<file path="src/pkg/ptp_stamp_pkg.sv">
// shared constants, register map and carrier types of the frame timestamping block
package ptp_stamp_pkg;

	// register byte addresses, one aligned 32-bit word each
	localparam logic [4:0] ADDR_CTRL       = 5'h00;
	localparam logic [4:0] ADDR_ADJUST     = 5'h04;
	localparam logic [4:0] ADDR_TX_LATENCY = 5'h08;
	localparam logic [4:0] ADDR_RX_LATENCY = 5'h0C;
	localparam logic [4:0] ADDR_STATUS     = 5'h10;

	// control word field positions
	localparam int CTRL_TRANSP_BIT   = 0;
	localparam int CTRL_ONESTEP_BIT  = 1;
	localparam int CTRL_TX_LAT_BIT   = 2;
	localparam int CTRL_RX_LAT_BIT   = 3;
	localparam int CTRL_TX_GB_BIT    = 4;
	localparam int CTRL_RX_GB_BIT    = 5;
	localparam int CTRL_TX_RESET_BIT = 8;
	localparam int CTRL_WIDTH        = 6;

	// control reset value: both gearbox and rx static apply on, rest off
	localparam logic [5:0] CTRL_RESET = 6'h38;

	// status word field positions
	localparam int STAT_WR_FAULT_BIT = 0;
	localparam int STAT_RD_FAULT_BIT = 1;
	localparam int STAT_LEVEL_LSB    = 8;

	// adjust and latency field layout
	localparam int ADJ_WIDTH      = 11;
	localparam int ADJ_FRAC_BITS  = 3;
	localparam int LAT_FRAC_BITS  = 16;
	localparam int LAT_WIDTH      = 32;

	// timer layout
	localparam int TIMER_WIDTH = 80;
	localparam int TAG_WIDTH   = 16;
	localparam int NS_WIDTH    = 32;
	localparam int TC_SIGN_BIT = 63;
	localparam logic [32:0] NS_PER_SEC = 33'h0_3B9A_CA00;

	// per-frame operation codes
	typedef enum logic [1:0] {
		OP_NONE     = 2'h0,
		OP_ONE_STEP = 2'h1,
		OP_TWO_STEP = 2'h2,
		OP_RESERVED = 2'h3
	} stamp_op_t;

	// one pending transmit result
	typedef struct packed {
		logic                   check;
		logic [TAG_WIDTH-1:0]   tag;
		logic [TIMER_WIDTH-1:0] stamp;
	} tag_entry_t;

	// latched control word
	typedef struct packed {
		logic rx_gb_en;
		logic tx_gb_en;
		logic rx_lat_en;
		logic tx_lat_en;
		logic onestep_en;
		logic transparent;
	} ctrl_t;

endpackage

</file>
<file path="src/rtl/ptp_frame_timestamping.sv">
// transmit and receive start-of-packet timestamping with tag queue and register slave
`timescale 1ns/10ps

// What this block does
// - transparent mode adds the transmit timer as a correction to the stamp
// - transparent mode forces correction sign bit 63 to zero, positive time
// - tag sampled on first packet cycle; ignored for no-operation codes
// - 1-step and 2-step frames return their tag unchanged with the stamp
// - 1-step stamp offset by 11-bit adjust: 10:3 ns, 2:0 fraction
// - tag queue write fault sets and holds until transmit path reset
// - tag queue read fault sets and holds until transmit path reset
// - every receive start of packet yields its capture timer value plus the enabled receive delays
// - transmit static latency is unsigned Q16.16, ns over fraction
// - receive static latency is Q16.16, ns over fraction
// - transmit static latency applied only when its control enables it
// - receive static latency applied when enabled, enabled after reset
// - transmit gearbox latency applied when enabled, enabled after reset
// - receive gearbox latency applied when enabled, enabled after reset
// - op code 00 none, 01 one-step, 10 two-step, 11 none
// - normal: ns low 32, seconds high 48; transparent: ns 62:16
// - valid strobe marks each returned transmit stamp and tag
module ptp_frame_timestamping
	import ptp_stamp_pkg::*;
#(
	parameter int DEPTH = 16
) (
	input  wire logic                   clk_sys,
	input  wire logic                   rst,
	// register slave
	input  wire logic [4:0]             avs_address,
	input  wire logic                   avs_read,
	input  wire logic                   avs_write,
	input  wire logic [31:0]            avs_writedata,
	output logic      [31:0]            avs_readdata,
	output logic                        avs_waitrequest,
	// transmit side
	input  wire logic [TIMER_WIDTH-1:0] tx_timer,
	input  wire logic                   tx_sop,
	input  wire logic [1:0]             tx_stamp_operation,
	input  wire logic [TAG_WIDTH-1:0]   tx_tag,
	input  wire logic [LAT_WIDTH-1:0]   tx_gearbox_latency,
	output logic                        tx_stamp_valid,
	output logic      [TAG_WIDTH-1:0]   tx_stamp_tag,
	output logic      [TIMER_WIDTH-1:0] tx_stamp,
	output logic                        tx_onestep_valid,
	output logic      [TIMER_WIDTH-1:0] tx_onestep_stamp,
	output logic                        tx_tag_write_fault,
	output logic                        tx_tag_read_fault,
	// receive side
	input  wire logic [TIMER_WIDTH-1:0] rx_timer,
	input  wire logic                   rx_sop,
	input  wire logic [LAT_WIDTH-1:0]   rx_gearbox_latency,
	output logic                        rx_stamp_valid,
	output logic      [TIMER_WIDTH-1:0] rx_stamp
);

	localparam int AW = $clog2(DEPTH);

	// pointer arithmetic needs a power-of-two depth of at least two
	if (DEPTH < 2 || (DEPTH & (DEPTH - 1)) != 0) begin : g_depth_check
		$error("DEPTH must be a power of two, at least 2");
	end

	// add a Q17.16 delay to a timer value in either time format
	function automatic logic [TIMER_WIDTH-1:0] stamp_add(
		input logic [TIMER_WIDTH-1:0] t,
		input logic [32:0]            d,
		input logic                   tc
	);
		logic [32:0] ns;
		logic [47:0] sec;
		ns  = {1'b0, t[NS_WIDTH-1:0]} + {16'h0000, d[32:LAT_FRAC_BITS]};
		sec = t[TIMER_WIDTH-1:NS_WIDTH];
		if (tc) begin
			// correction format keeps the fraction; bit 63 forced positive
			stamp_add = {t[79:64], 1'b0, 63'(t[62:0] + 63'(d))};
		end else begin
			// sub-ns part is dropped: ns field has no fraction
			// one wrap suffices: timer ns stays below one second, delays are small
			if (ns >= NS_PER_SEC) begin
				ns  = ns - NS_PER_SEC;
				sec = sec + 48'h0000_0000_0001;
			end
			stamp_add = {sec, ns[NS_WIDTH-1:0]};
		end
	endfunction

	// register slave state
	ctrl_t                  ctrl_q;
	logic [ADJ_WIDTH-1:0]   adjust_q;
	logic [LAT_WIDTH-1:0]   tx_lat_q;
	logic [LAT_WIDTH-1:0]   rx_lat_q;
	logic                   wait_q;
	logic [31:0]            rdata_q;
	logic                   tx_path_reset_q;
	logic                   bus_write;
	logic                   bus_accept;
	logic [31:0]            status_word;

	// tag queue, the read pointer addresses the head entry
	tag_entry_t             queue_mem [DEPTH];
	logic [AW:0]            wr_ptr_q;
	logic [AW:0]            rd_ptr_q;
	logic [AW:0]            level;
	logic                   queue_full;
	logic                   queue_empty;
	logic                   push;
	logic                   pop;
	tag_entry_t             head;

	// delay arithmetic, all in Q17.16
	logic [32:0]            tx_delay;
	logic [32:0]            rx_delay;
	logic [32:0]            onestep_delay;
	logic [TIMER_WIDTH-1:0] tx_two_step;
	stamp_op_t              op;

	// request takes effect on the edge where waitrequest is seen low
	assign bus_accept = (avs_read || avs_write) && !wait_q;
	assign bus_write  = avs_write && !wait_q;

	assign level       = wr_ptr_q - rd_ptr_q;
	assign queue_full  = level[AW];
	assign queue_empty = (level == '0);
	assign head        = queue_mem[rd_ptr_q[AW-1:0]];
	assign op          = stamp_op_t'(tx_stamp_operation);

	// only 1-step and 2-step frames take a stamp; other codes drop the tag
	assign push = tx_sop && (op == OP_ONE_STEP || op == OP_TWO_STEP);
	assign pop  = !queue_empty;

	// delay sums in Q17.16, each term gated by its apply control
	assign tx_delay = (ctrl_q.tx_lat_en ? {1'b0, tx_lat_q} : 33'h0)
		+ (ctrl_q.tx_gb_en ? {1'b0, tx_gearbox_latency} : 33'h0);
	assign rx_delay = (ctrl_q.rx_lat_en ? {1'b0, rx_lat_q} : 33'h0)
		+ (ctrl_q.rx_gb_en ? {1'b0, rx_gearbox_latency} : 33'h0);

	// adjust fraction has 3 bits, aligned up to the 16-bit latency fraction
	assign onestep_delay = tx_delay
		+ (33'(adjust_q) << (LAT_FRAC_BITS - ADJ_FRAC_BITS));

	assign tx_two_step = stamp_add(tx_timer, tx_delay, ctrl_q.transparent);

	// limitation: the level field only fits while the queue index stays below 24 bits
	assign status_word = {{(32 - STAT_LEVEL_LSB - AW - 1){1'b0}}, level,
		{(STAT_LEVEL_LSB - 2){1'b0}}, tx_tag_read_fault, tx_tag_write_fault};

	// bus handshake: one wait cycle, then a single accept cycle
	always_ff @(posedge clk_sys or posedge rst) begin
		if (rst) begin
			wait_q <= 1'b1;
		end else if ((avs_read || avs_write) && wait_q) begin
			wait_q <= 1'b0;
		end else begin
			wait_q <= 1'b1;
		end
	end

	// read data is loaded during the wait cycle, stable at the accept edge
	always_ff @(posedge clk_sys or posedge rst) begin
		if (rst) begin
			rdata_q <= 32'h0000_0000;
		end else if (avs_read && wait_q) begin
			unique case (avs_address)
				ADDR_CTRL:       rdata_q <= {26'h000_0000, ctrl_q};
				ADDR_ADJUST:     rdata_q <= {21'h00_0000, adjust_q};
				ADDR_TX_LATENCY: rdata_q <= tx_lat_q;
				ADDR_RX_LATENCY: rdata_q <= rx_lat_q;
				ADDR_STATUS:     rdata_q <= status_word;
				default:         rdata_q <= 32'h0000_0000; // unmapped reads zero
			endcase
		end
	end

	// software-written control; unmapped writes are dropped
	always_ff @(posedge clk_sys or posedge rst) begin
		if (rst) begin
			ctrl_q   <= ctrl_t'(CTRL_RESET);
			adjust_q <= 11'h000;
			tx_lat_q <= 32'h0000_0000;
			rx_lat_q <= 32'h0000_0000;
		end else if (bus_write) begin
			unique case (avs_address)
				ADDR_CTRL:       ctrl_q   <= ctrl_t'(avs_writedata[CTRL_WIDTH-1:0]);
				ADDR_ADJUST:     adjust_q <= avs_writedata[ADJ_WIDTH-1:0];
				ADDR_TX_LATENCY: tx_lat_q <= avs_writedata;
				ADDR_RX_LATENCY: rx_lat_q <= avs_writedata;
				default:         ;
			endcase
		end
	end

	// transmit path reset pulse, self-clearing after one cycle
	always_ff @(posedge clk_sys or posedge rst) begin
		if (rst) begin
			tx_path_reset_q <= 1'b0;
		end else begin
			tx_path_reset_q <= bus_write && (avs_address == ADDR_CTRL)
				&& avs_writedata[CTRL_TX_RESET_BIT];
		end
	end

	// tag queue storage; no reset needed, pointers guard the contents
	always_ff @(posedge clk_sys) begin
		if (push && !queue_full) begin
			queue_mem[wr_ptr_q[AW-1:0]] <= '{check: ^tx_tag, tag: tx_tag,
				stamp: tx_two_step};
		end
	end

	// queue pointers; a push into a full queue is lost and flagged
	// a path reset wins over a same-cycle push, so that frame is dropped
	always_ff @(posedge clk_sys or posedge rst) begin
		if (rst) begin
			wr_ptr_q <= '0;
			rd_ptr_q <= '0;
		end else if (tx_path_reset_q) begin
			wr_ptr_q <= '0;
			rd_ptr_q <= '0;
		end else begin
			if (push && !queue_full) begin
				wr_ptr_q <= wr_ptr_q + 1'b1;
			end
			if (pop) begin
				rd_ptr_q <= rd_ptr_q + 1'b1;
			end
		end
	end

	// returned stamp, tag and strobe, one entry per cycle in queue order
	always_ff @(posedge clk_sys or posedge rst) begin
		if (rst) begin
			tx_stamp_valid <= 1'b0;
			tx_stamp_tag   <= 16'h0000;
			tx_stamp       <= 80'h0;
		end else begin
			tx_stamp_valid <= pop && !tx_path_reset_q;
			// a flushed entry must not move the tag while the strobe stays low
			if (pop && !tx_path_reset_q) begin
				tx_stamp_tag <= head.tag;
				tx_stamp     <= head.stamp;
			end
		end
	end

	// 1-step stamp for the inserter, offset from the 2-step value
	always_ff @(posedge clk_sys or posedge rst) begin
		if (rst) begin
			tx_onestep_valid <= 1'b0;
			tx_onestep_stamp <= 80'h0;
		end else begin
			tx_onestep_valid <= tx_sop && (op == OP_ONE_STEP) && ctrl_q.onestep_en;
			if (tx_sop && op == OP_ONE_STEP) begin
				tx_onestep_stamp <= stamp_add(tx_timer, onestep_delay,
					ctrl_q.transparent);
			end
		end
	end

	// write fault: set beats clear, only a transmit path reset clears it
	// a push lost in the reset cycle itself still leaves the flag set
	always_ff @(posedge clk_sys or posedge rst) begin
		if (rst) begin
			tx_tag_write_fault <= 1'b0;
		end else if (push && queue_full) begin
			tx_tag_write_fault <= 1'b1;
		end else if (tx_path_reset_q) begin
			tx_tag_write_fault <= 1'b0;
		end
	end

	// read fault: a stored entry whose check bit no longer matches its tag
	always_ff @(posedge clk_sys or posedge rst) begin
		if (rst) begin
			tx_tag_read_fault <= 1'b0;
		end else if (pop && (head.check != ^head.tag)) begin
			tx_tag_read_fault <= 1'b1;
		end else if (tx_path_reset_q) begin
			tx_tag_read_fault <= 1'b0;
		end
	end

	// every receive start of packet is stamped; the caller filters for PTP
	always_ff @(posedge clk_sys or posedge rst) begin
		if (rst) begin
			rx_stamp_valid <= 1'b0;
			rx_stamp       <= 80'h0;
		end else begin
			rx_stamp_valid <= rx_sop;
			if (rx_sop) begin
				rx_stamp <= stamp_add(rx_timer, rx_delay, ctrl_q.transparent);
			end
		end
	end

	// bus outputs come straight from their registers
	assign avs_readdata    = rdata_q;
	assign avs_waitrequest = wait_q;

endmodule

</file>
<file path="config.mk">
export PLATFORM = sky130hd
export DESIGN_NAME = ptp_frame_timestamping
export DESIGN_NICKNAME = d
export VERILOG_FILES = /design/src/pkg/ptp_stamp_pkg.sv /design/src/rtl/ptp_frame_timestamping.sv
export SDC_FILE = /design/constraint.sdc
export NUM_CORES = 2
export LEC_CHECK = 0
export BUFFER_PORTS_ARGS = -buffer_cell sky130_fd_sc_hd__buf_2
export CAP_MARGIN = 15
export CORE_ASPECT_RATIO = 1.25
export CORE_MARGIN = 4
export CORE_UTILIZATION = 28
export DETAILED_ROUTE_END_ITERATION = 10
export PLACE_DENSITY = 0.4
export SETUP_SLACK_MARGIN = 0.05
export SLEW_MARGIN = 20
export SYNTH_ARGS = -nofsm -noshare
export SYNTH_HDL_FRONTEND = slang
export SYNTH_SLANG_ARGS = --single-unit
</file>
<file path="constraint.sdc">
create_clock -name clk_sys -period 16 [get_ports clk_sys]
set_clock_uncertainty 0.1 [all_clocks]
set_input_delay 1.6 -clock clk_sys [delete_from_list [all_inputs] [get_ports clk_sys]]
set_output_delay 1.6 -clock clk_sys [all_outputs]
set_load 0.05 [all_outputs]
</file>
# == Yosys cells after proc, flatten, opt, wreduce, memory -nomap -nowiden ==
# Memory sizes are Yosys's and may differ from the RTL's.
# Index checks and enable logic that the tools add are counted.
# classes
eq_ne,8
n_addsub,17
order_cmp,3
reduce_logical,29
mux,24
# op_table
cell,n
80-bit 2-to-1 mux,3
32-bit 2-to-1 mux,7
63-bit by 33-bit adder with 63-bit output,3
32-bit one-hot mux with 5 select lines,1
48-bit 2-to-1 mux,3
32-bit by 17-bit adder with 33-bit output,3
"33-bit by 30-bit greater-or-equal comparator with 1-bit output, second input constant",3
"48-bit by 1-bit adder with 48-bit output, second input constant",2
"32-bit by 30-bit subtractor with 32-bit output, second input constant",3
32-bit by 32-bit adder with 33-bit output,2
33-bit by 24-bit adder with 33-bit output,1
16-bit parity,2
5-bit 2-to-1 mux,4
1-bit logical AND,12
"5-bit by 1-bit adder with 5-bit output, second input constant",2
"5-bit by 4-bit equality test with 1-bit output, second input constant",2
5-bit zero test,2
2-bit AND reduction,4
1-bit 2-to-1 mux,6
2-bit nonzero test,3
"5-bit by 3-bit equality test with 1-bit output, second input constant",1
"5-bit equality test, second input constant",1
5-bit subtractor,1
1-bit zero test,4
other kinds (5),6
# word_totals
mem_bits_rw,1552
input_bits,285
wordCells,105
mem_count,1
regBits,386
# mem_list
name,words,word_bits,rd,rd_clocked_by_memory_dff,wr,line,rtl
queue_mem,16,97,1,0,1,ptp_frame_timestamping.sv:101,tag_entry_t queue_mem [DEPTH];

# == Longest topological paths before layout ==
# logic_depth
ltp_word,7
depth_mapped,44
depth_no_buf,42

# == Worst setup path after synthesis ==
# OpenSTA, ideal clock, no wires.
# synth_timing
path_type,register to register
from,register rd_ptr_q[3]
to,"memory queue_mem[3][0] (netlist bit), enable pin"
arrival_time_ns,10.077
setup_slack_ns,5.151
required_ns,15.228
stages_incl_launch_ff,11
cell_sequence,dfrtp_1 inv_2 buf_1 clkbuf_1 buf_1 ha_1 a21oi_1 xnor2_1 nor3b_1 nand2_1 nor3_1
# synth_between
elab_chain_cells,5
# synth_rtl
item,line,rtl
"start, declared",ptp_frame_timestamping.sv:103,logic [AW:0] rd_ptr_q;
"start signal, assigned",ptp_frame_timestamping.sv:225,rd_ptr_q <= rd_ptr_q + 1'b1;
5-bit subtractor,ptp_frame_timestamping.sv:122,assign level = wr_ptr_q - rd_ptr_q;
1-bit zero test,ptp_frame_timestamping.sv:205,if (push && !queue_full) begin
1-bit logical AND,ptp_frame_timestamping.sv:205,
1-bit 2-to-1 mux,ptp_frame_timestamping.sv:205,
1-bit 2-to-1 mux (implied by the code),ptp_frame_timestamping.sv:206,"queue_mem[wr_ptr_q[AW-1:0]] <= '{check: ^tx_tag, tag: tx_tag,"
"end, declared",ptp_frame_timestamping.sv:101,
# No other way between the ends.

# == Worst setup path after layout ==
# layout_timing
from,register ctrl_q[4] (netlist bit)
to,register tx_onestep_stamp[65]
# layout_between
elab_chain_cells,7
# layout_rtl
item,line,rtl
"start, declared",ptp_frame_timestamping.sv:89,ctrl_t ctrl_q;
"start signal, assigned",ptp_frame_timestamping.sv:178,ctrl_q <= ctrl_t'(CTRL_RESET);
"start signal, assigned",ptp_frame_timestamping.sv:184,ADDR_CTRL: ctrl_q <= ctrl_t'(avs_writedata[CTRL_WIDTH-1:0]);
32-bit 2-to-1 mux,ptp_frame_timestamping.sv:134,"+ (ctrl_q.tx_gb_en ? {1'b0, tx_gearbox_latency} : 33'h0);"
32-bit by 32-bit adder with 33-bit output,ptp_frame_timestamping.sv:134,
33-bit by 24-bit adder with 33-bit output,ptp_frame_timestamping.sv:140,+ (33'(adjust_q) << (LAT_FRAC_BITS - ADJ_FRAC_BITS));
32-bit by 17-bit adder with 33-bit output,ptp_frame_timestamping.sv:72,"ns = {1'b0, t[NS_WIDTH-1:0]} + {16'h0000, d[32:LAT_FRAC_BITS]};"
33-bit by 30-bit greater-or-equal comparator with 1-bit output,ptp_frame_timestamping.sv:80,if (ns >= NS_PER_SEC) begin
48-bit 2-to-1 mux,ptp_frame_timestamping.sv:80,
80-bit 2-to-1 mux,ptp_frame_timestamping.sv:74,if (tc) begin
"end signal, assigned",ptp_frame_timestamping.sv:254,"tx_onestep_stamp <= stamp_add(tx_timer, onestep_delay,"
"end, declared",ptp_frame_timestamping.sv:46,"output logic [TIMER_WIDTH-1:0] tx_onestep_stamp,"
# No other way between the ends.
# A chain may end at the register's enable or synchronous reset.

==> results.md <==
- Hold Fails Final Rpt: 0
- Register area: 0.0563 mm2
- Max Root-Sink Buffers: 4
- Worst Path Max Fanout: 34
- Top post-synthesis cells by count: edfxtp_1, mux4_2, dfrtp_1
- Number of buffers created by CTS: 217
- Outcome: finished, final reports clean
- Sequential area share after synthesis: between 60% and 70%
- Layout area overhead: 17.2%
- Dpl hpwl: approximately 210000 um
- Final nets: 7279
- CTS tree: done
- Yosys top cell area share: 51.1%
- Total power: 17.5 mW
- Starting DRT DRC Count: 4063
- Actual slew at the worst max-slew pin: around 1100 ps
- DRT antenna net count: 0
- Reg2Reg Launch Point: ctrl_q[4]
- GRT Util Overall: 18.4%
- Tmin final: 10580 ps
- FF+latch count, synth: 1938
- Yosys warnings: 0
- Async SR Flop Fraction: 19.9%
- Peak VDD IR: 0.235 mV
- Critical path's slowest cell: dfstp_2
- Slew headroom: 24.3%
- Worst-skew pair later-pin latency: 850 ps
- Worst hold stages: 1
- Area of the multi-input gates: 0.0337 mm2
- Top cells by area, synth: edfxtp_1, mux4_2, dfrtp_1, ha_1, xnor2_1
- Largest area contributor in the netlist: edfxtp_1
- Routed vias: approximately 56000
- Initial antenna violation count: between 60 and 70
- Setup Buffers After CTS: 0
- Largest net degree at the start of global routing: 112
- Leakage power figure: a little under 40 nW
- Vias per cell: 5.03
- CP max stage delay: 880 ps
- Cell row count: about 230
- Top_reg_cell synth: edfxtp_1
- Cells after Synth: 6070
- Routability Congestion: 0.866
- DR pass1 iterations: 5
- Global route overflow: 0
- Synth unique cells: ~110
- First-pass GRT wire length: roughly 450000 um
- Clock Sinks: 1938
- WP data required: 16600 ps
- Die height: between 600 and 700 um
- Routed WL: approximately 310000 um
- Worst r2r dst: tx_onestep_stamp[65]
- RSZ-0062 raised after global routing: false
- Core box area: 0.323 mm2
- R2r setup slk: 5420 ps
- Final period util: 66.2%
- Number of global-route vias before repair: 59300
- Top-count cell post-synth: edfxtp_1
- Fmax: approximately 94 MHz
- Starting Density: 28.2%
- Die width: 518 um
- Max_cap viols: 0
- Final setup viols: 0
- Syn_nets: 6596
- CP Launch Type: register
- Number of synthesized flops with an enable pin: 1552
- CTS Root Buffer Type: clkbuf_16
- Reg clk slew, reported paths: about 70 ps
- Num ports: 579
- Number of remaining DRC errors: 0
- Synthesized area per cell: 15.0 um2
- Setup TNS: 0 ps
- Hold Crit Class: register to register
- WS Path Type: register to register
- Hold EP: avs_readdata[0]
- IO Port Bufs: 578
- Hold-fix buffers, CTS: 0
- Share of layout cells above drive strength 1: 26.3%
- Slew Limit Fails: 0
- Crit path arrival time: 11180 ps
- Cell Area, Synth: 0.0911 mm2
- Worst setup EP type: register
- R2R depth: 42
- Routed length per instance: roughly 28 um
- # resized after CTS: 0
- Worst hold start: avs_readdata[0]
- Layout filler cell count: 31600
- Number of H-tree levels: 4
- Die area: 0.335 mm2
- P per Cell Area: 164 mW/mm2
metal layers:
| metal | routed length [um] | global-route usage, % |
|---|---|---|
| met5 | 254 | 0 |
| met4 | 11900 | 6.36 |
| met3 | 14600 | 3.11 |
| met2 | 158000 | 32.1 |
| met1 | 130000 | 23.0 |
through the flow:
step                      util (%)  cell area [um2]  hold slack, ps  setup WS (ps)  std cells
final                         33.1           107000             381           5420      11200
after detailed placement      30.9            99700             371           4590      10800
after global routing          33.0           107000             403           4430      11200
after CTS                     33.0           107000             386           5280      11200
after floorplan                  -            91100             368           3580       6070
after global placement        30.9            99700             354           4510      10800
where the power goes:
part           total (mW)  switching (mW)  leakage, nW  internal (mW)
Clock                4.99            2.09         3.41           2.90
Combinational        6.17            3.78         16.3           2.39
Sequential           6.36           0.305         18.7           6.05
worst max path at each step:
stage | startpoint | to | slack (ps) | cells past startpoint
finish | ctrl_q[4] | tx_onestep_stamp[65] | 5420 | 42
global route | ctrl_q[4] | tx_onestep_stamp[64] | 4430 | 42
CTS | ctrl_q[4] | tx_onestep_stamp[65] | 5280 | 42
detailed placement | tx_gearbox_latency[1] | tx_onestep_stamp[65] | 4590 | 43
global placement | tx_gearbox_latency[1] | tx_onestep_stamp[65] | 4510 | 43
floorplan | rst | adjust_q[0] | 3580 | 1
cell type report:
type,count,area share (%)
antenna,19,0.0445
timing repair buffer,726,3.81
clock buffer,270,5.38
clock inverter,121,1.14
tap,4230,4.96
multi-input combinational,3764,31.6
sequential,1938,52.7
inverter,106,0.387
placed cells by master, fill, tap and decap left out, types with 38 or more instances in the layout:
cell type / synthesis / layout
dfrtp_1: 382 / 378
a21o_1: 108 / 108
buf_4: 2 / 144
nand4_1: 47 / 47
and2_1: 163 / 163
mux2_2: 189 / 189
clkinv_1: 0 / 39
and3_1: 49 / 49
edfxtp_1: 1552 / 1552
o21ai_0: 228 / 213
xnor2_1: 313 / 307
nor2_1: 349 / 334
buf_2: 19 / 577
o21bai_1: 38 / 38
nand3_1: 113 / 113
clkbuf_16: 0 / 219
xor2_1: 136 / 131
clkbuf_1: 198 / 44
mux4_2: 485 / 485
inv_1: 105 / 103
nor3_1: 84 / 80
a21oi_1: 286 / 283
nand2_1: 379 / 378
ha_1: 232 / 232
clkinv_2: 0 / 40
cells by family after synthesis:
| logic type | synth area share (%) |
|---|---|
| flops | 61.7 |
| xor+xnor | 4.32 |
| mux | 14.6 |
| compound gates | 7.16 |
| buf+inv | 1.56 |
| fa+ha+maj | 3.38 |
| simple gates | 7.28 |
worst max-delay path: cells and delay by family, from the launching register on:
kind / cells / cell delay [ps]
adder cells (fa/ha/maj): 3 / 940
AND/OR/NAND/NOR: 15 / 3470
XOR/XNOR: 3 / 540
flip-flops: 1 / 880
AO/OA/AOI/OAI: 19 / 4130
buffers and inverters: 2 / 360
state kept, by name, indices dropped and copies added (netlist names), 5 cells and up:
register / cells
rx_lat_q: 32
tx_onestep_stamp: 80
avs_readdata: 32
tx_stamp_tag: 16
queue_mem: 1552
rd_ptr_q: 5
tx_lat_q: 32
wr_ptr_q: 5
adjust_q: 11
tx_stamp: 80
rx_stamp: 80
ctrl_q: 6
Power figures use the tool's default switching activity.
